<file path="src/design/irq_enable_pkg.sv">
// package: operation codes, carrier structs and constants for the interrupt enable flags
package irq_enable_pkg;

  // decoded operation, one per instruction boundary
  typedef enum logic [2:0] {
    op_none,
    op_enable_interrupts,
    op_disable_interrupts,
    op_return_from_nonmaskable,
    op_load_acc_from_vector_base,
    op_load_acc_from_refresh
  } op_type;

  // what the sequencer reports at an instruction boundary
  typedef struct packed {
    logic   boundary;
    op_type op;
  } step_type;

  // what the block tells the sequencer
  typedef struct packed {
    logic take_nonmaskable;
    logic take_maskable;
    logic parity_load;
    logic parity_value;
  } decision_type;

  localparam logic       flag_reset_value = 1'b0;
  localparam logic [1:0] defer_reset_value = 2'h0;
  localparam logic [1:0] defer_after_enable = 2'h1;

endpackage
</file>
<file path="src/design/boundary_flag.sv">
`timescale 1ns/1ps
// single registered request flag, sampled only at instruction boundaries
module boundary_flag (
  // clock and reset
  input  wire logic core_clk,
  input  wire logic reset,
  // control
  input  wire logic sample,
  input  wire logic level,
  // result
  output logic      flag
);

  logic flag_reg;
  logic flag_next;

  // next value: load on boundary
  always_comb begin
    flag_next = sample ? level : flag_reg;
  end

  // register stage
  always_ff @(posedge core_clk) begin
    if (reset) begin
      flag_reg <= irq_enable_pkg::flag_reset_value;
    end else begin
      flag_reg <= flag_next;
    end
  end

  assign flag = flag_reg;

endmodule // boundary_flag

</file>
<file path="src/design/interrupt_enable_flags.sv">
`timescale 1ns/1ps
// interrupt enable flags: live and saved mask flip-flops and acceptance gating
// What this block does
// - a nonmaskable request present at an instruction boundary is always accepted, with no setting able to block it.
// - a maskable request is refused while the live mask flag is clear.
// - reset clears both the live and the saved mask flags.
// - enable sets both flags and disable clears both.
// - after enable, a maskable request waits until the next instruction has completed.
// - accepting a maskable interrupt clears both flags.
// - accepting a nonmaskable interrupt clears the live flag and keeps the saved flag.
// - both accumulator loads copy the saved flag into parity and leave both flags alone.
// - return from nonmaskable copies the saved flag into the live flag.
module interrupt_enable_flags (
  // clock and reset
  input  wire logic                         core_clk,
  input  wire logic                         reset,
  // sequencer side
  input  wire irq_enable_pkg::step_type     step,
  // peripheral requests
  input  wire logic                         maskable_request,
  input  wire logic                         nonmaskable_request,
  // decisions and visible state
  output irq_enable_pkg::decision_type      decision,
  output logic                              mask_enable_live,
  output logic                              mask_enable_saved
);

  logic                         live_reg;
  logic                         live_next;
  logic                         saved_reg;
  logic                         saved_next;
  logic [1:0]                   defer_reg;
  logic [1:0]                   defer_next;
  irq_enable_pkg::decision_type decision_reg;
  irq_enable_pkg::decision_type decision_next;
  logic                         nmi_seen;
  logic                         int_seen;

  // request capture at boundaries
  boundary_flag nmi_sample (
    .core_clk (core_clk),
    .reset    (reset),
    .sample   (step.boundary),
    .level    (nonmaskable_request),
    .flag     (nmi_seen)
  );

  boundary_flag int_sample (
    .core_clk (core_clk),
    .reset    (reset),
    .sample   (step.boundary),
    .level    (maskable_request),
    .flag     (int_seen)
  );

  // next state of flags, deferral and decisions
  always_comb begin
    live_next     = live_reg;
    saved_next    = saved_reg;
    defer_next    = defer_reg;
    decision_next = '0;
    if (step.boundary) begin
      // acceptance uses the flags as they stand at this boundary
      if (nonmaskable_request) begin
        decision_next.take_nonmaskable = 1'b1;
        live_next = 1'b0;
      end else if (maskable_request && live_reg && defer_reg == 2'h0) begin
        decision_next.take_maskable = 1'b1;
        live_next  = 1'b0;
        saved_next = 1'b0;
      end else begin
        case (step.op)
          irq_enable_pkg::op_enable_interrupts: begin
            live_next  = 1'b1;
            saved_next = 1'b1;
            defer_next = irq_enable_pkg::defer_after_enable;
          end
          irq_enable_pkg::op_disable_interrupts: begin
            live_next  = 1'b0;
            saved_next = 1'b0;
          end
          irq_enable_pkg::op_return_from_nonmaskable: begin
            live_next = saved_reg;
          end
          irq_enable_pkg::op_load_acc_from_vector_base,
          irq_enable_pkg::op_load_acc_from_refresh: begin
            decision_next.parity_load  = 1'b1;
            decision_next.parity_value = saved_reg;
          end
          default: begin
          end
        endcase
      end
      // deferral counts down by one completed instruction
      if (step.op != irq_enable_pkg::op_enable_interrupts && defer_reg != 2'h0) begin
        defer_next = defer_reg - 2'h1;
      end
    end
  end

  // register stage
  always_ff @(posedge core_clk) begin
    if (reset) begin
      live_reg     <= irq_enable_pkg::flag_reset_value;
      saved_reg    <= irq_enable_pkg::flag_reset_value;
      defer_reg    <= irq_enable_pkg::defer_reset_value;
      decision_reg <= '0;
    end else begin
      live_reg     <= live_next;
      saved_reg    <= saved_next;
      defer_reg    <= defer_next;
      decision_reg <= decision_next;
    end
  end

  assign decision          = decision_reg;
  assign mask_enable_live  = live_reg;
  assign mask_enable_saved = saved_reg;

  // helper terms for the checks; the reset edge is kept out of antecedents, the flags clear there
  logic int_ready; // maskable request would win at this boundary if no nonmaskable request is present
  logic op_runs;   // boundary whose operation really executes
  assign int_ready = maskable_request && live_reg && (defer_reg == 2'h0);
  assign op_runs   = step.boundary && !nonmaskable_request && !int_ready;
endmodule // interrupt_enable_flags

</file>
<file path="config.mk">
export PLATFORM = sky130hd
export DESIGN_NAME = interrupt_enable_flags
export DESIGN_NICKNAME = d
export VERILOG_FILES = /design/src/design/irq_enable_pkg.sv /design/src/design/boundary_flag.sv /design/src/design/interrupt_enable_flags.sv
export SDC_FILE = /design/constraint.sdc
export NUM_CORES = 1
export LEC_CHECK = 0
export BUFFER_PORTS_ARGS = -buffer_cell sky130_fd_sc_hd__buf_2
export CORE_AREA = 2 2 39 41
export CTS_CLUSTER_DIAMETER = 100
export DETAILED_ROUTE_END_ITERATION = 10
export DIE_AREA = 0 0 41 43
export PLACE_DENSITY = 0.54
export SYNTH_ARGS = -nofsm -noshare
export SYNTH_HDL_FRONTEND = slang
export SYNTH_SLANG_ARGS = --single-unit
</file>
<file path="constraint.sdc">
create_clock -name core_clk -period 3.4 [get_ports core_clk]
set_input_delay 0 -clock core_clk [delete_from_list [all_inputs] [get_ports core_clk]]
set_output_delay 0 -clock core_clk [all_outputs]
set_load 0.1 [all_outputs]
</file>
==> qor.yml <==
run_status: "finished, final reports clean"
end_kind: "flop"
grt_usage: 0.116
synthTopCellsByArea: "dfxtp_1 (43%), nor3_1 (5.4%), a21oi_1 (4.1%)"
clk_pin_slew_worst_paths_ns: 0.06
port_buffers: 13
hpwl_um: 588
drt_iter0_markers: 2
r2r_cells: 5
seq_area_frac_synth: 0.432
start_util: 0.268
finalCritPeriodShare: 0.403
die_x_um: 41
clock.fmax_mhz: 731
post_cts_buffers: 0
die_h_um: 43
final_core_util: 0.350
critical_path_class: "flop to flop"
synth_nets: 50
worstReg2RegStart: "defer_reg[0]"
min_path_type: "primary input to flop"
crit_end: "defer_reg[1]"
slew_viol_final: 0
multiInputGateArea_um2: 191
sw_frac_of_total: 0.289
numCtsBuffers: 3
drive_above_1_share: 0.316
die_area_mm2: 0.00176
cellPowerDensity_mw_per_mm2: 444
p_leak_nw: 0.200
wl_per_cell_um: 10.5
ys_ff_latch: 8
layoutNonFillerInstCount: 73
p_int_mw: 0.153
fin_crit_ns: 1.37
area_delta_synth_final_pct: 30.7
antenna_found_initial: 0
cp_max_fo: 3
num_antenna_cells: 0
final.fill_count: 156
grt_first_pass_wirelength_mm: 1.27
ctsLongestPathBuffers: 2
synth_fa_ha_area_frac: 0.0338
clk_latency_ns: 0.26
synth_area_um2: 370
yosys.area.top_type: "dfxtp_1"
place_inst: 69
grt_use_met2: 0.166
synth_compound_area_frac: 0.209
reg2reg_to: "defer_reg[1]"
yosys.area_share.simple: 0.250
ant_nets: 0
finalHoldViolCount: 0
clock_sinks: 8
use_met1: 0.116
ctsResizeCount: 0
skew_ns: 0.00514
cts_max_level: 1
avgViaCountPerCell: 4.68
peakVddDrop_v: 0.000175
gp_congestion: 0.690
synth_top_family_by_area: "simple AND/OR/NAND/NOR gates"
grt_pass1_vias: 311
top_usage_layer: "met2"
root_buffer: "clkbuf_4"
nets: 68
coreArea_mm2: 0.00138
combPwrFrac: 0.194
rsz0062_at_grt: "no"
grt_use_met3: 0.0785
drc: 0
rrSetupSlack_ns: 2.03
wirelength_um: 769
cts_tree: "built"
final_common_cell: "buf_2"
ff_latch_area_um2: 160
final_cell_mix: "buf_2 (13), dfxtp_1 (8), inv_1 (4), nor3_1 (4)"
cap_violations: 0
boundaryPins: 14
grt_max_degree: 10
p_sw_mw: 0.0620
num_rows: 14
total_power_mw: 0.215
tightestPinTransition_ns: 0.485
grt_overflow: 0
avgSynthCellArea_um2: 9.03
largest_reg_flops: 4
worstPathArrival_ns: 1.52
crit_path_start: "defer_reg[0]"
worstSetupStartpointType: "flop"
synth-warning-count: 0
synth.area.mux_share: 0
syn_inst: 41
drtPass1Iterations: 3
synth.distinct_cells: 23
synth_top_area_frac: 0.432
finalSetupTns_ns: 0
max_slew_margin: 0.679
clkPwrFrac: 0.343
synth_xor_area_frac: 0.0236
setup_violations: 0
cp.required_ns: 3.55
p_seq_frac: 0.462
num_vias: 342
## cell usage after synthesis
library cell	number
nor3b_1	1
nand2_1	1
nand3_1	1
o311ai_0	1
and2_1	1
ha_1	1
clkbuf_1	1
a31o_1	1
a31oi_1	1
nand2b_1	2
a32o_1	1
nor3_1	4
xnor2_1	1
dfxtp_1	8
or3b_4	1
nor2_1	2
nor2b_1	2
inv_1	4
a211oi_2	1
nand4_1	1
a211oi_1	1
o32ai_1	1
a21oi_1	3
## final cells by class
class                      count  share of cell area
multi-input combinational     28               0.395
timing repair buffer          14               0.155
clock buffer                   3              0.0465
inverter                       4              0.0310
sequential                     8               0.331
tap                           16              0.0413
## cell families (layout without fill, tap and decap cells)
family,Yosys count,count (layout)
adders and majority gates,1,1
xor gates and xnor gates,1,1
and+or+nand+nor,16,16
DFF,8,8
AOI/OAI and AO/OA,10,10
buffers and inverters,5,21
## stage by stage
stage	setup slack, ns	hold slack (ns)	area (um2)
after floorplan	1.82	0.0966	370
after global placement	2.09	0.273	452
after detailed placement	2.05	0.266	452
after CTS	2.04	0.0123	484
after global routing	1.89	0.0165	484
final	2.03	0.0266	484
## worst min-delay path by stage
stage	start	endpoint	slack [ns]	cells past startpoint
after floorplan	step[3]	mask_enable_live	0.1	1
after global placement	step[3]	mask_enable_live	0.27	2
after detailed placement	step[3]	mask_enable_live	0.27	2
after CTS	nonmaskable_request	decision[3]	0.01	3
after global routing	nonmaskable_request	decision[3]	0.02	3
final	nonmaskable_request	decision[3]	0.03	3
## worst max-delay path: stages (launching register included)
cell	delay (ns)
dfxtp_1	0.34
inv_1	0.05
ha_1	0.21
a31oi_1	0.22
nand4_1	0.19
a32o_1	0.25
## layer usage
layer  routed length, um  vias up  share of wire
li1                    -      182              -
met1                 341      150           0.44
met2                 376       10           0.49
met3                  50        0          0.065
met4                   0        0              0
met5                   0        -              0
## timing repair
action / 4_1_cts / 5_1_grt
endpoints found under the setup margin: 0 / 0
hold buffers: 1 / 0
hold endpoints to repair: 1 / 0
## power groups by stage
stage / logic, mW / registers [mW] / clock network, mW
finish: 0.0417 / 0.0994 / 0.0738
global route: 0.0465 / 0.0995 / 0.0852
CTS: 0.0422 / 0.0993 / 0.0802
detailed placement: 0.0412 / 0.101 / 0
global placement: 0.0413 / 0.101 / 0
floorplan: 0.0199 / 0.112 / 0
(Power assumes the default switching activity.)
